==> src/include/tmon_consts.vh <==
// Constants of the two-channel temperature monitor: command codes,
// reset values, bit positions and timing figures.
// Assumes a core clock of 125 MHz; included by bare name.
`ifndef TMON_CONSTS_VH
`define TMON_CONSTS_VH

// Command codes (register pointer values)
`define TMON_CMD_LTEMP   8'h00
`define TMON_CMD_RTEMP   8'h01
`define TMON_CMD_STAT    8'h02
`define TMON_CMD_CFG_RD  8'h03
`define TMON_CMD_LLIM_RD 8'h05
`define TMON_CMD_RLIM_RD 8'h07
`define TMON_CMD_CFG_WR  8'h09
`define TMON_CMD_LLIM_WR 8'h0b
`define TMON_CMD_RLIM_WR 8'h0d
`define TMON_CMD_ONESHOT 8'h0f
`define TMON_CMD_RFRAC   8'h10
`define TMON_CMD_LFRAC   8'h11
`define TMON_CMD_IDENT   8'hfe

// Reset values
`define TMON_CMD_RST     8'h00
`define TMON_CFG_RST     8'h10
`define TMON_LLIM_RST    8'h46
`define TMON_RLIM_RST    8'h78
`define TMON_TEMP_RST    8'h00

// Configuration and status bit positions
`define TMON_CFG_MASK    7
`define TMON_CFG_STBY    6
`define TMON_CFG_RONLY   5
`define TMON_CFG_FQ      4
`define TMON_CFG_WMASK   8'hf0
`define TMON_ST_BUSY     7
`define TMON_ST_LHI      6
`define TMON_ST_RHI      4
`define TMON_ST_OPEN     2

// Diode fault reading, fraction padding, alert response address
`define TMON_DIODE_FAULT 8'hff
`define TMON_FRAC_PAD    6'h00
`define TMON_ARA         7'h0c
`define TMON_FQ_DEPTH    2'd2

// Timing: clock in kHz, periods and conversion time in ms
`define TMON_CLK_KHZ     125000
`define TMON_PER_NORM_MS 250
`define TMON_PER_FAST_MS 125
`define TMON_CONV_MS     50

`endif

==> src/verilog/tmon_smb_link.v <==
// Two-wire serial slave: start/stop detection, byte shifting, ack,
// register-pointer and data strobes, and the alert response reply.
// Assumes scl_in/sda_in come from pins; sda is open drain.
`timescale 1ns/1ps
`include "tmon_consts.vh"

module tmon_smb_link #(
	parameter [6:0] DEV_ADDR = 7'h48
) (
	input  wire       core_clk,  // Core clock
	input  wire       sys_rst,   // Synchronous reset, high
	input  wire       scl_in,    // Serial clock pin level
	input  wire       sda_in,    // Serial data pin level
	input  wire       ara_pend,  // Alert latched, answer ARA
	input  wire [7:0] tx_data,   // Byte to send on a read
	output reg        sda_oe,    // Pull sda low
	output reg  [7:0] rx_byte,   // Last written byte
	output reg        cmd_stb,   // Pointer byte received
	output reg        dat_stb,   // Data byte received
	output reg        rd_stb,    // Read byte sent
	output reg        ara_stb    // Alert response sent without loss
);

	localparam L_IDLE = 7'b0000001;
	localparam L_ADDR = 7'b0000010;
	localparam L_AACK = 7'b0000100;
	localparam L_WR   = 7'b0001000;
	localparam L_WACK = 7'b0010000;
	localparam L_RD   = 7'b0100000;
	localparam L_RACK = 7'b1000000;

	reg       scl_s1, scl_s2, scl_d;
	reg       sda_s1, sda_s2, sda_d;
	reg [6:0] st;
	reg [3:0] cnt;
	reg [7:0] sr;
	reg       rw, ara, first, mack;

	wire       scl_r = scl_s2 & ~scl_d;
	wire       scl_f = ~scl_s2 & scl_d;
	wire       start = scl_s2 & scl_d & sda_d & ~sda_s2;
	wire       stop  = scl_s2 & scl_d & ~sda_d & sda_s2;
	wire [7:0] load  = ara ? {DEV_ADDR, 1'b0} : tx_data;
	wire       hit_dev = (sr[7:1] == DEV_ADDR);
	wire       hit_ara = (sr[7:1] == `TMON_ARA) & sr[0] & ara_pend;

	// Two-stage synchronisers; the second stage and its one-cycle delayed copy are used
	always @(posedge core_clk) begin
		if (sys_rst) begin
			{scl_s1, scl_s2, scl_d} <= 3'h7;
			{sda_s1, sda_s2, sda_d} <= 3'h7;
		end else begin
			{scl_s1, scl_s2, scl_d} <= {scl_in, scl_s1, scl_s2};
			{sda_s1, sda_s2, sda_d} <= {sda_in, sda_s1, sda_s2};
		end
	end

	// Bit engine: sample on scl rise, drive on scl fall
	always @(posedge core_clk) begin
		if (sys_rst) begin
			st <= L_IDLE;
			cnt <= 4'h0;
			sr <= 8'h00;
			{rw, ara, first, mack, sda_oe} <= 5'h00;
			rx_byte <= 8'h00;
			{cmd_stb, dat_stb, rd_stb, ara_stb} <= 4'h0;
		end else begin
			{cmd_stb, dat_stb, rd_stb, ara_stb} <= 4'h0;
			if (start) begin
				st <= L_ADDR;
				cnt <= 4'h0;
				sda_oe <= 1'b0;
				first <= 1'b1;
			end else if (stop) begin
				st <= L_IDLE;
				sda_oe <= 1'b0;
			end else case (st)
			L_ADDR, L_WR: begin
				if (scl_r && cnt != 4'h8) begin
					sr <= {sr[6:0], sda_s2};
					cnt <= cnt + 4'h1;
				end else if (scl_f && cnt == 4'h8) begin
					if (st == L_WR) begin
						rx_byte <= sr;
						sda_oe <= 1'b1;
						cmd_stb <= first;
						dat_stb <= ~first;
						first <= 1'b0;
						st <= L_WACK;
					end else if (hit_dev || hit_ara) begin
						sda_oe <= 1'b1;
						rw <= sr[0];
						ara <= ~hit_dev;
						st <= L_AACK;
					end else
						st <= L_IDLE;
				end
			end
			L_AACK, L_WACK: if (scl_f) begin
				cnt <= 4'h0;
				if (rw && st == L_AACK) begin
					sr <= load;
					sda_oe <= ~load[7];
					st <= L_RD;
				end else begin
					sda_oe <= 1'b0;
					st <= L_WR;
				end
			end
			L_RD: begin
				if (scl_r) begin
					// Lower address wins: a released one seen low loses
					if (ara && !sda_oe && !sda_s2)
						st <= L_IDLE;
					else
						cnt <= cnt + 4'h1;
				end else if (scl_f) begin
					if (cnt == 4'h8) begin
						sda_oe <= 1'b0;
						rd_stb <= ~ara;
						ara_stb <= ara;
						st <= L_RACK;
					end else begin
						sr <= {sr[6:0], 1'b0};
						sda_oe <= ~sr[6];
					end
				end
			end
			L_RACK: begin
				if (scl_r)
					mack <= ~sda_s2;
				else if (scl_f) begin
					cnt <= 4'h0;
					if (mack && !ara) begin
						sr <= load;
						sda_oe <= ~load[7];
						st <= L_RD;
					end else
						st <= L_IDLE;
				end
			end
			default: st <= L_IDLE;
			endcase
		end
	end

endmodule // tmon_smb_link

==> src/verilog/tmon_top.v <==
// Register, alarm and conversion control of a two-channel temperature
// monitor reached over a two-wire serial slave port.
// Assumes ADC results arrive on the core clock; bus pins are async.
`timescale 1ns/1ps
`include "tmon_consts.vh"

module tmon_top #(
	parameter [6:0]  DEV_ADDR   = 7'h48,  // One of 1001 000..1001 111
	parameter [7:0]  IDENT      = 8'h5a,  // Arbitrary identity value
	parameter        TW         = 25,
	parameter [24:0] PER_NORM   = `TMON_PER_NORM_MS * `TMON_CLK_KHZ,
	parameter [24:0] PER_FAST   = `TMON_PER_FAST_MS * `TMON_CLK_KHZ,
	parameter [24:0] CONV_CYC   = `TMON_CONV_MS * `TMON_CLK_KHZ
) (
	input  wire       core_clk,     // 125 MHz core clock
	input  wire       sys_rst,      // Synchronous reset, high
	input  wire       scl_in,       // Serial clock pin
	input  wire       sda_in,       // Serial data pin level
	output reg        sda_out,      // Serial data drive level
	output wire       sda_oe,       // Serial data drive enable
	output reg        alert_out,    // Alert drive level (low)
	output reg        alert_oe,     // Alert drive enable
	input  wire [9:0] local_adc,    // Local result, 0.25 C steps
	input  wire [9:0] remote_adc,   // Remote result, 0.25 C steps
	input  wire       remote_junction_open // Remote diode fault
);

	localparam S_IDLE = 4'b0001;
	localparam S_LOC  = 4'b0010;
	localparam S_REM  = 4'b0100;
	localparam S_WAIT = 4'b1000;

	////////////////////////////////////////////////////////////////
	// Declarations
	reg  [7:0]    cmd;
	reg  [7:0]    cfg;
	reg  [7:0]    llim;
	reg  [7:0]    rlim;
	reg  [7:0]    ltemp;
	reg  [7:0]    rtemp;
	reg  [7:0]    lfrac;
	reg  [7:0]    rfrac;
	reg  [7:0]    rd_data;
	reg  [3:0]    st;
	reg  [TW-1:0] conv_t;
	reg  [TW-1:0] per_t;
	reg           oneshot;
	reg  [1:0]    lfq;
	reg  [1:0]    rfq;
	reg           lover;
	reg           rover;
	reg           open_cond;
	reg           local_over_limit_flag;
	reg           remote_over_limit_flag;
	reg           open_flag;
	reg           alert_latch;
	reg  [7:0]    stat;
	wire [7:0]    rx_byte;
	wire          cmd_stb;
	wire          dat_stb;
	wire          rd_stb;
	wire          ara_stb;

	wire irq_mask_bit = cfg[`TMON_CFG_MASK];
	wire stby         = cfg[`TMON_CFG_STBY];
	wire ronly        = cfg[`TMON_CFG_RONLY];
	wire fq_on        = cfg[`TMON_CFG_FQ];
	wire busy         = st[1] | st[2];
	wire conv_end     = (conv_t == CONV_CYC - 25'h1);
	wire loc_done     = (st == S_LOC) & conv_end;
	wire rem_done     = (st == S_REM) & conv_end;
	wire [TW-1:0] per_len = ronly ? PER_FAST : PER_NORM;
	wire ss_cmd       = cmd_stb & (rx_byte == `TMON_CMD_ONESHOT);
	wire ss_go        = ss_cmd & stby & (st == S_IDLE);
	wire stat_rd      = rd_stb & (cmd == `TMON_CMD_STAT);

	////////////////////////////////////////////////////////////////
	// Functions

	// Next fault-queue count: saturates, restarts on a clean reading
	function [1:0] fq_next;
		input       over;
		input [1:0] c;
		begin
			if (!over)
				fq_next = 2'd0;
			else if (c == `TMON_FQ_DEPTH)
				fq_next = c;
			else
				fq_next = c + 2'd1;
		end
	endfunction

	// A reading counts toward the alert once the queue is satisfied
	function qualify;
		input       over;
		input [1:0] c;
		input       queue;
		begin
			qualify = over & (!queue | (fq_next(over, c) == `TMON_FQ_DEPTH));
		end
	endfunction

	////////////////////////////////////////////////////////////////
	// Serial slave port

	tmon_smb_link #(
		.DEV_ADDR (DEV_ADDR)
	) u_link (
		.core_clk (core_clk),
		.sys_rst  (sys_rst),
		.scl_in   (scl_in),
		.sda_in   (sda_in),
		.ara_pend (alert_latch),
		.tx_data  (rd_data),
		.sda_oe   (sda_oe),
		.rx_byte  (rx_byte),
		.cmd_stb  (cmd_stb),
		.dat_stb  (dat_stb),
		.rd_stb   (rd_stb),
		.ara_stb  (ara_stb)
	);

	////////////////////////////////////////////////////////////////
	// Register pointer and writable registers

	// Pointer updates on every pointer byte; data byte goes to it
	always @(posedge core_clk) begin
		if (sys_rst) begin
			cmd  <= `TMON_CMD_RST;
			cfg  <= `TMON_CFG_RST;
			llim <= `TMON_LLIM_RST;
			rlim <= `TMON_RLIM_RST;
		end else begin
			if (cmd_stb)
				cmd <= rx_byte;
			if (dat_stb) begin
				case (cmd)
				`TMON_CMD_CFG_WR:  cfg  <= rx_byte & `TMON_CFG_WMASK;
				`TMON_CMD_LLIM_WR: llim <= rx_byte;
				`TMON_CMD_RLIM_WR: rlim <= rx_byte;
				default: ;
				endcase
			end
		end
	end

	// Status byte view; reserved bits stay zero
	always @* begin
		stat = 8'h00;
		stat[`TMON_ST_BUSY] = busy;
		stat[`TMON_ST_LHI]  = local_over_limit_flag;
		stat[`TMON_ST_RHI]  = remote_over_limit_flag;
		stat[`TMON_ST_OPEN] = open_flag;
	end

	// Read data is registered so the link loads a stable byte
	always @(posedge core_clk) begin
		if (sys_rst)
			rd_data <= 8'h00;
		else begin
			case (cmd)
			`TMON_CMD_LTEMP:   rd_data <= ltemp;
			`TMON_CMD_RTEMP:   rd_data <= rtemp;
			`TMON_CMD_STAT:    rd_data <= stat;
			`TMON_CMD_CFG_RD:  rd_data <= cfg;
			`TMON_CMD_LLIM_RD: rd_data <= llim;
			`TMON_CMD_RLIM_RD: rd_data <= rlim;
			`TMON_CMD_RFRAC:   rd_data <= rfrac;
			`TMON_CMD_LFRAC:   rd_data <= lfrac;
			`TMON_CMD_IDENT:   rd_data <= IDENT;
			default:           rd_data <= 8'h00;
			endcase
		end
	end

	////////////////////////////////////////////////////////////////
	// Conversion scheduler

	// A cycle is local then remote (remote only when ronly is set), then a wait to fill the period.
	// Standby is honoured after the remote conversion or at once in the wait, so a running
	// conversion is never cut short and its results stay coherent.
	always @(posedge core_clk) begin
		if (sys_rst) begin
			st      <= S_LOC;
			conv_t  <= {TW{1'b0}};
			per_t   <= {TW{1'b0}};
			oneshot <= 1'b0;
		end else begin
			case (st)
			S_IDLE: begin
				conv_t <= {TW{1'b0}};
				per_t  <= {TW{1'b0}};
				if (ss_go) begin
					oneshot <= 1'b1;
					st <= ronly ? S_REM : S_LOC;
				end else if (!stby)
					st <= ronly ? S_REM : S_LOC;
			end
			S_LOC: begin
				per_t <= per_t + 25'h1;
				conv_t <= conv_end ? {TW{1'b0}} : conv_t + 25'h1;
				if (conv_end)
					st <= S_REM;
			end
			S_REM: begin
				per_t <= per_t + 25'h1;
				conv_t <= conv_end ? {TW{1'b0}} : conv_t + 25'h1;
				if (conv_end) begin
					oneshot <= 1'b0;
					st <= (oneshot | stby) ? S_IDLE : S_WAIT;
				end
			end
			S_WAIT: begin
				per_t <= per_t + 25'h1;
				if (stby)
					st <= S_IDLE;
				else if (per_t >= per_len - 25'h1) begin
					per_t <= {TW{1'b0}};
					st <= ronly ? S_REM : S_LOC;
				end
			end
			default: st <= S_IDLE;
			endcase
		end
	end

	////////////////////////////////////////////////////////////////
	// Result registers and limit comparison

	// Main and fraction bytes move together at the channel's end
	always @(posedge core_clk) begin
		if (sys_rst) begin
			ltemp <= `TMON_TEMP_RST;
			lfrac <= `TMON_TEMP_RST;
			rtemp <= `TMON_TEMP_RST;
			rfrac <= `TMON_TEMP_RST;
			lover <= 1'b0;
			rover <= 1'b0;
			lfq   <= 2'd0;
			rfq   <= 2'd0;
			open_cond <= 1'b0;
		end else begin
			if (loc_done) begin
				ltemp <= local_adc[9:2];
				lfrac <= {local_adc[1:0], `TMON_FRAC_PAD};
				lover <= (local_adc[9:2] >= llim);
				lfq   <= fq_next(local_adc[9:2] >= llim, lfq);
			end
			if (rem_done) begin
				open_cond <= remote_junction_open;
				if (remote_junction_open) begin
					rtemp <= `TMON_DIODE_FAULT;
					rfrac <= `TMON_TEMP_RST;
					rover <= 1'b0;
					rfq   <= 2'd0;
				end else begin
					rtemp <= remote_adc[9:2];
					rfrac <= {remote_adc[1:0], `TMON_FRAC_PAD};
					rover <= (remote_adc[9:2] >= rlim);
					rfq   <= fq_next(remote_adc[9:2] >= rlim, rfq);
				end
			end
		end
	end

	// Per-channel raw and queued fault results of this cycle
	wire l_over_now = loc_done & (local_adc[9:2] >= llim);
	wire r_over_now = rem_done & ~remote_junction_open & (remote_adc[9:2] >= rlim);
	wire l_qual = loc_done & qualify(local_adc[9:2] >= llim, lfq, fq_on);
	wire r_qual = r_over_now & qualify(1'b1, rfq, fq_on);
	wire fault_gone = ~lover & ~rover;

	////////////////////////////////////////////////////////////////
	// Status flags

	// A fault in the same cycle as a status read wins over the clear
	always @(posedge core_clk) begin
		if (sys_rst) begin
			local_over_limit_flag  <= 1'b0;
			remote_over_limit_flag <= 1'b0;
			open_flag              <= 1'b0;
		end else begin
			if (l_over_now)
				local_over_limit_flag <= 1'b1;
			else if (stat_rd)
				local_over_limit_flag <= 1'b0;
			if (r_over_now)
				remote_over_limit_flag <= 1'b1;
			else if (stat_rd)
				remote_over_limit_flag <= 1'b0;
			if (rem_done & remote_junction_open)
				open_flag <= 1'b1;
			else if (stat_rd & ~open_cond)
				open_flag <= 1'b0;
		end
	end

	////////////////////////////////////////////////////////////////
	// Alert latch and open-drain pin

	// Only limit faults feed the latch; the open diode never does.
	// After an alert response the saturated queue count makes the
	// next persisting reading set the latch again at once.
	always @(posedge core_clk) begin
		if (sys_rst) begin
			alert_latch <= 1'b0;
			alert_oe    <= 1'b0;
			alert_out   <= 1'b0;
			sda_out     <= 1'b0;
		end else begin
			if ((l_qual | r_qual) & ~irq_mask_bit)
				alert_latch <= 1'b1;
			else if (ara_stb)
				alert_latch <= 1'b0;
			else if (stat_rd & fault_gone)
				alert_latch <= 1'b0;
			alert_oe  <= alert_latch;
			alert_out <= 1'b0;
			sda_out   <= 1'b0;
		end
	end

endmodule // tmon_top

==> config.mk <==
export PLATFORM = sky130hd
export DESIGN_NAME = tmon_top
export DESIGN_NICKNAME = d
export VERILOG_FILES = /design/src/verilog/tmon_smb_link.v /design/src/verilog/tmon_top.v
export VERILOG_INCLUDE_DIRS = /design/src /design/src/include
export SDC_FILE = /design/constraint.sdc
export NUM_CORES = 1
export LEC_CHECK = 0
export BUFFER_PORTS_ARGS = -buffer_cell sky130_fd_sc_hd__buf_2
export CAP_MARGIN = 5
export CELL_PAD_IN_SITES_DETAIL_PLACEMENT = 0
export CELL_PAD_IN_SITES_GLOBAL_PLACEMENT = 2
export CORE_MARGIN = 2
export CORE_UTILIZATION = 41
export CTS_CLUSTER_DIAMETER = 150
export DETAILED_ROUTE_END_ITERATION = 8
export GPL_TIMING_DRIVEN = 0
export PLACE_DENSITY_LB_ADDON = 0.05
export SYNTH_ARGS = -nofsm -noshare
export SYNTH_HDL_FRONTEND = slang
export SYNTH_SLANG_ARGS = --single-unit
==> constraint.sdc <==
create_clock -name core_clk -period 4.9 [get_ports core_clk]
set_input_delay 1.47 -clock core_clk [delete_from_list [all_inputs] [get_ports core_clk]]
set_output_delay 1.47 -clock core_clk [all_outputs]
set_load 0.005 [all_outputs]
==> metrics.log <==
INFO  metric status = finished, final reports clean
INFO  metric route.antenna.remaining_nets = 0
INFO  metric portBuffers = 25
INFO  metric cts_htree_levels = 4
INFO  metric hpwl = 17300 um
INFO  metric cts_sinks = 165
INFO  metric dieArea = 21600 sq um
INFO  metric placement.setup.worst_slack = 1590 ps
INFO  metric std_cell_core_area = 20200 sq um
INFO  metric switching_power = 0.946 mW
INFO  metric worst_path_largest_cell_delay = 700 ps
INFO  metric dominant_combinational_cell_family_by_area_after_synthesis = simple AND/OR/NAND/NOR gates
INFO  metric final_layout_size_suffix_gt1_frac = 0.0898
INFO  metric worstHoldStart = u_link.sda_s1
INFO  metric tritoncts_clock_tree = yes
INFO  metric seq_area_frac_synth = 0.394
INFO  metric worstMarginPinSlew = 1030 ps
INFO  metric synth-main-ff-cell = sky130_fd_sc_hd__dfxtp_1
INFO  metric synth-async-reset-ratio = 0
INFO  metric seq_power_share = 0.417
INFO  metric ff2ff_setup_slack = 1780 ps
INFO  metric finalPower = 3.34 mW
INFO  metric post-route-period-util = 0.637
INFO  metric finish.utilization = 0.468
INFO  metric globalRouteTotalUtil = 0.222
INFO  metric max-slew-margin-rel = 0.311
INFO  metric syn_area_per_cell = 8.44 sq um
INFO  metric placed_cell_area = 8840 sq um
INFO  metric timing.rr.start = cfg[5]
INFO  metric post_synth_edffs = 0
INFO  metric sw_frac_of_total = 0.283
INFO  metric clk_tree_root_cell = sky130_fd_sc_hd__clkbuf_16
INFO  metric worst_hold_endpoint = u_link.sda_s2
INFO  metric setup-violations-final = 0
INFO  metric cp_arrival = 3420 ps
INFO  metric drtPass1Iterations = 5
INFO  metric power.leakage = 3.32 nW
INFO  metric postSynthCellCount = 992
INFO  metric netlist_area_before_placement = 8370 sq um
INFO  metric cts-resized-gates = 0
INFO  metric floorplan.initialDensity = 0.415
INFO  metric floorplan.io_pins = 29
INFO  metric timing.critical_path.cells = inv_1 -> ha_1 -> nand4_1 -> o211ai_1 -> a2111oi_0 -> o21ai_0 -> a21o_1 -> clkbuf_1 -> nor2_1
INFO  metric die_height = 147 um
INFO  metric design_area = 9440 sq um
INFO  metric drt_first_iter_violations = 475
INFO  metric critical_path.startpoint_type = flip-flop
INFO  metric vias_per_cell = 5.54
INFO  metric area_share_of_and_or_nand_nor_cells_after_synthesis = 0.248
INFO  metric timing.critical_path.fanout_max = 11
INFO  metric num_antenna_cells = 0
INFO  metric grt_start_max_net_pins = 17
INFO  metric r2r.worst_path.cells = 9
INFO  metric setup-tns-final = 0 ps
INFO  metric die_w = 147 um
INFO  metric gpl.final_weighted_congestion = 0.824
INFO  metric grt.overflow.total = 0
INFO  metric vias_in_the_first_global_route = 6969
INFO  metric placement_rows = 52
INFO  metric combinationalPowerShare = 0.163
INFO  metric critical_path.endpoint_type = flip-flop
INFO  metric whs_path_depth = 1
INFO  metric synth.lib_cells_used.distinct = 77
INFO  metric clk_pin_slew = 60 ps
INFO  metric post_cts_buffers = 0
INFO  metric yosys.area_share.xor_xnor = 0.0303
INFO  metric drc_errors = 0
INFO  metric syn2layout_area_growth = 12.8%
INFO  metric period_needed = 3120 ps
INFO  metric drt_wl_total = 23300 um
INFO  metric holdBufCountCts = 0
INFO  metric max_clock_freq = 320 MHz
INFO  metric ys_warn_count = 0
INFO  metric postSynthRegisterBits = 165
INFO  metric max_cap_violations = 0
INFO  metric cts_max_path_buffers = 2
INFO  metric first_pass_grt_wire_length = 38000 um
INFO  metric rsz0062_at_grt = false
INFO  metric synth_compound_area_frac = 0.178
INFO  metric worst_ep_required_time = 5200 ps
INFO  metric fin_ws = 1780 ps
INFO  metric largest_vdd_supply_drop = 0.218 mV
INFO  metric nNetsFinal = 1097
INFO  metric n_fill_cell = 2063
INFO  metric detail_route.wl_per_cell = 17.7 um
INFO  metric crit-reg2reg-capture = per_t[23]
INFO  metric critical-path-slowest-cell = sky130_fd_sc_hd__dfxtp_1
INFO  metric classification_of_the_worst_slack_hold_path = reg2reg
INFO  metric cts_made_buffers = 17
INFO  metric clock_power_share = 0.420
INFO  metric vias = 7297
INFO  metric p_per_area = 354 nW/um^2
INFO  metric fin_skew = 10.2 ps
INFO  metric synth.mux.area_fraction = 0.0480
INFO  metric initial_antenna_violation_count = 0
INFO  metric intPower = 2.40 mW
INFO  metric clk_latency = 430 ps
INFO  metric finalHoldViolations = 0
INFO  metric maxSlewViolCount = 0
INFO  metric kind_of_critical_path = reg2reg
INFO  metric yosys.area_share.adder = 0.0523
[layout make-up]
class	count	area (sq um)	area share
clock buffer	20	447	0.0473
buffer	56	248	0.0262
clock inverter	9	155	0.0164
tap	270	338	0.0358
sequential	165	3300	0.350
multi-input combinational	730	4670	0.495
timing repair buffer	25	125	0.0133
inverter	42	158	0.0167
[state kept, by name, indices dropped and copies added (netlist names), 2 cells and up]
signal and flops:
cfg 4, rd_data 8, rtemp 8, st 4, rlim 8, rfq 2
u_link.rx_byte 8, lfrac 2, cmd 8, u_link.cnt 4, u_link.sr 8, u_link.st 7
ltemp 8, lfq 2, llim 8, conv_t 25, per_t 25, rfrac 2
[layer usage]
layer	global-route usage	vias to the layer above	wire length, um
met5	0	-	0
met4	0.0519	0	213
met3	0.0314	16	820
met2	0.368	127	11000
met1	0.309	3493	11200
li1	-	3661	-
[placed cells by master (no fill, tap or decap), types with 8 or more instances in the layout]
cell                          n
sky130_fd_sc_hd__or2_2        9
sky130_fd_sc_hd__nand3_1     35
sky130_fd_sc_hd__o21ai_0     39
sky130_fd_sc_hd__a311oi_1     9
sky130_fd_sc_hd__a211o_1     10
sky130_fd_sc_hd__and3_1       8
sky130_fd_sc_hd__or3_1        9
sky130_fd_sc_hd__nor2_1     124
sky130_fd_sc_hd__nand2b_1    16
sky130_fd_sc_hd__nand2_1     79
sky130_fd_sc_hd__clkbuf_1    46
sky130_fd_sc_hd__a31oi_1     10
sky130_fd_sc_hd__a22o_1       8
sky130_fd_sc_hd__nand3b_1     9
sky130_fd_sc_hd__clkbuf_16   17
sky130_fd_sc_hd__a21oi_1     72
sky130_fd_sc_hd__buf_2       28
sky130_fd_sc_hd__a211oi_1    15
sky130_fd_sc_hd__xor2_1      22
sky130_fd_sc_hd__nand4_1     19
sky130_fd_sc_hd__ha_1        35
sky130_fd_sc_hd__nor4_1      11
sky130_fd_sc_hd__inv_1       42
sky130_fd_sc_hd__nor3b_1     12
sky130_fd_sc_hd__mux2i_1     30
sky130_fd_sc_hd__a22oi_1      8
sky130_fd_sc_hd__dfxtp_1    165
sky130_fd_sc_hd__nor3_1      34
sky130_fd_sc_hd__or4_1        9
[worst max path at each step]
stage	start	to	slack, ps	cells past startpoint
floorplan	local_adc[2]	alert_latch	2040	8
global placement	sys_rst	u_link.sr[1]	1600	4
detailed placement	sys_rst	u_link.sr[1]	1590	4
CTS	cfg[5]	per_t[23]	1670	9
global route	cfg[5]	per_t[19]	1420	9
finish	cfg[5]	per_t[23]	1780	9
[metrics by stage]
step	std cells	hold slack [ps]
after floorplan	993	389
after global placement	1288	393
after detailed placement	1288	394
after CTS	1317	409
after global routing	1317	422
final	1317	407
[power by group through the flow]
| stage | logic [mW] | clock network (mW) | registers, mW |
|---|---|---|---|
| 6_report | 0.546 | 1.40 | 1.40 |
| 4_1_cts | 0.552 | 1.44 | 1.40 |
| 2_1_floorplan | 0.378 | 0 | 1.42 |
| 5_1_grt | 0.617 | 1.48 | 1.40 |
| 3_3_place_gp | 0.555 | 0 | 1.43 |
| 3_5_place_dp | 0.549 | 0 | 1.43 |
[cell families after synthesis]
group           after synthesis
mux                          35
other cells                   1
simple gates                408
xor+xnor                     29
buf+inv                      98
fa+ha+maj                    35
compound gates              221
flops                       165
[synth_stat cells (4+ instances only)]
cell	count	area share
sky130_fd_sc_hd__nand2_1	79	0.035
sky130_fd_sc_hd__or2_2	9	0.0067
sky130_fd_sc_hd__nor3_1	34	0.020
sky130_fd_sc_hd__nand3b_1	9	0.0081
sky130_fd_sc_hd__nor2b_1	6	0.0045
sky130_fd_sc_hd__o21ai_0	39	0.023
sky130_fd_sc_hd__or4_1	9	0.0081
sky130_fd_sc_hd__xor2_1	22	0.023
sky130_fd_sc_hd__ha_1	35	0.052
sky130_fd_sc_hd__a311oi_1	9	0.0094
sky130_fd_sc_hd__a211oi_1	15	0.013
sky130_fd_sc_hd__and3_1	8	0.0060
sky130_fd_sc_hd__a211oi_2	4	0.0060
sky130_fd_sc_hd__o21a_1	4	0.0036
sky130_fd_sc_hd__nand2b_1	16	0.012
sky130_fd_sc_hd__a211o_1	10	0.010
sky130_fd_sc_hd__nor2_1	124	0.056
sky130_fd_sc_hd__and2_1	6	0.0045
sky130_fd_sc_hd__xnor2_1	7	0.0073
sky130_fd_sc_hd__or3_1	9	0.0067
sky130_fd_sc_hd__clkbuf_1	44	0.020
sky130_fd_sc_hd__a22o_1	8	0.0084
sky130_fd_sc_hd__nand3_1	35	0.021
sky130_fd_sc_hd__nand4_1	19	0.014
sky130_fd_sc_hd__nor3b_1	12	0.011
sky130_fd_sc_hd__a31oi_1	10	0.0075
sky130_fd_sc_hd__a22oi_1	8	0.0072
sky130_fd_sc_hd__o211ai_1	6	0.0054
sky130_fd_sc_hd__mux4_2	4	0.011
sky130_fd_sc_hd__dfxtp_1	165	0.39
sky130_fd_sc_hd__a21o_1	5	0.0045
sky130_fd_sc_hd__inv_1	42	0.019
sky130_fd_sc_hd__and4_1	4	0.0042
sky130_fd_sc_hd__mux2i_1	30	0.036
sky130_fd_sc_hd__nor4_1	11	0.0082
sky130_fd_sc_hd__a21oi_1	72	0.043
[worst max-delay path: cells and delay by family (launching register included)]
kind / cells / cell delay (ps)
AOI/OAI and AO/OA: 4 / 980
buffers and inverters: 2 / 730
DFF: 1 / 700
adders and majority gates: 1 / 390
and+or+nand+nor: 2 / 180
Note: power is estimated with default switching activity, not from simulation.
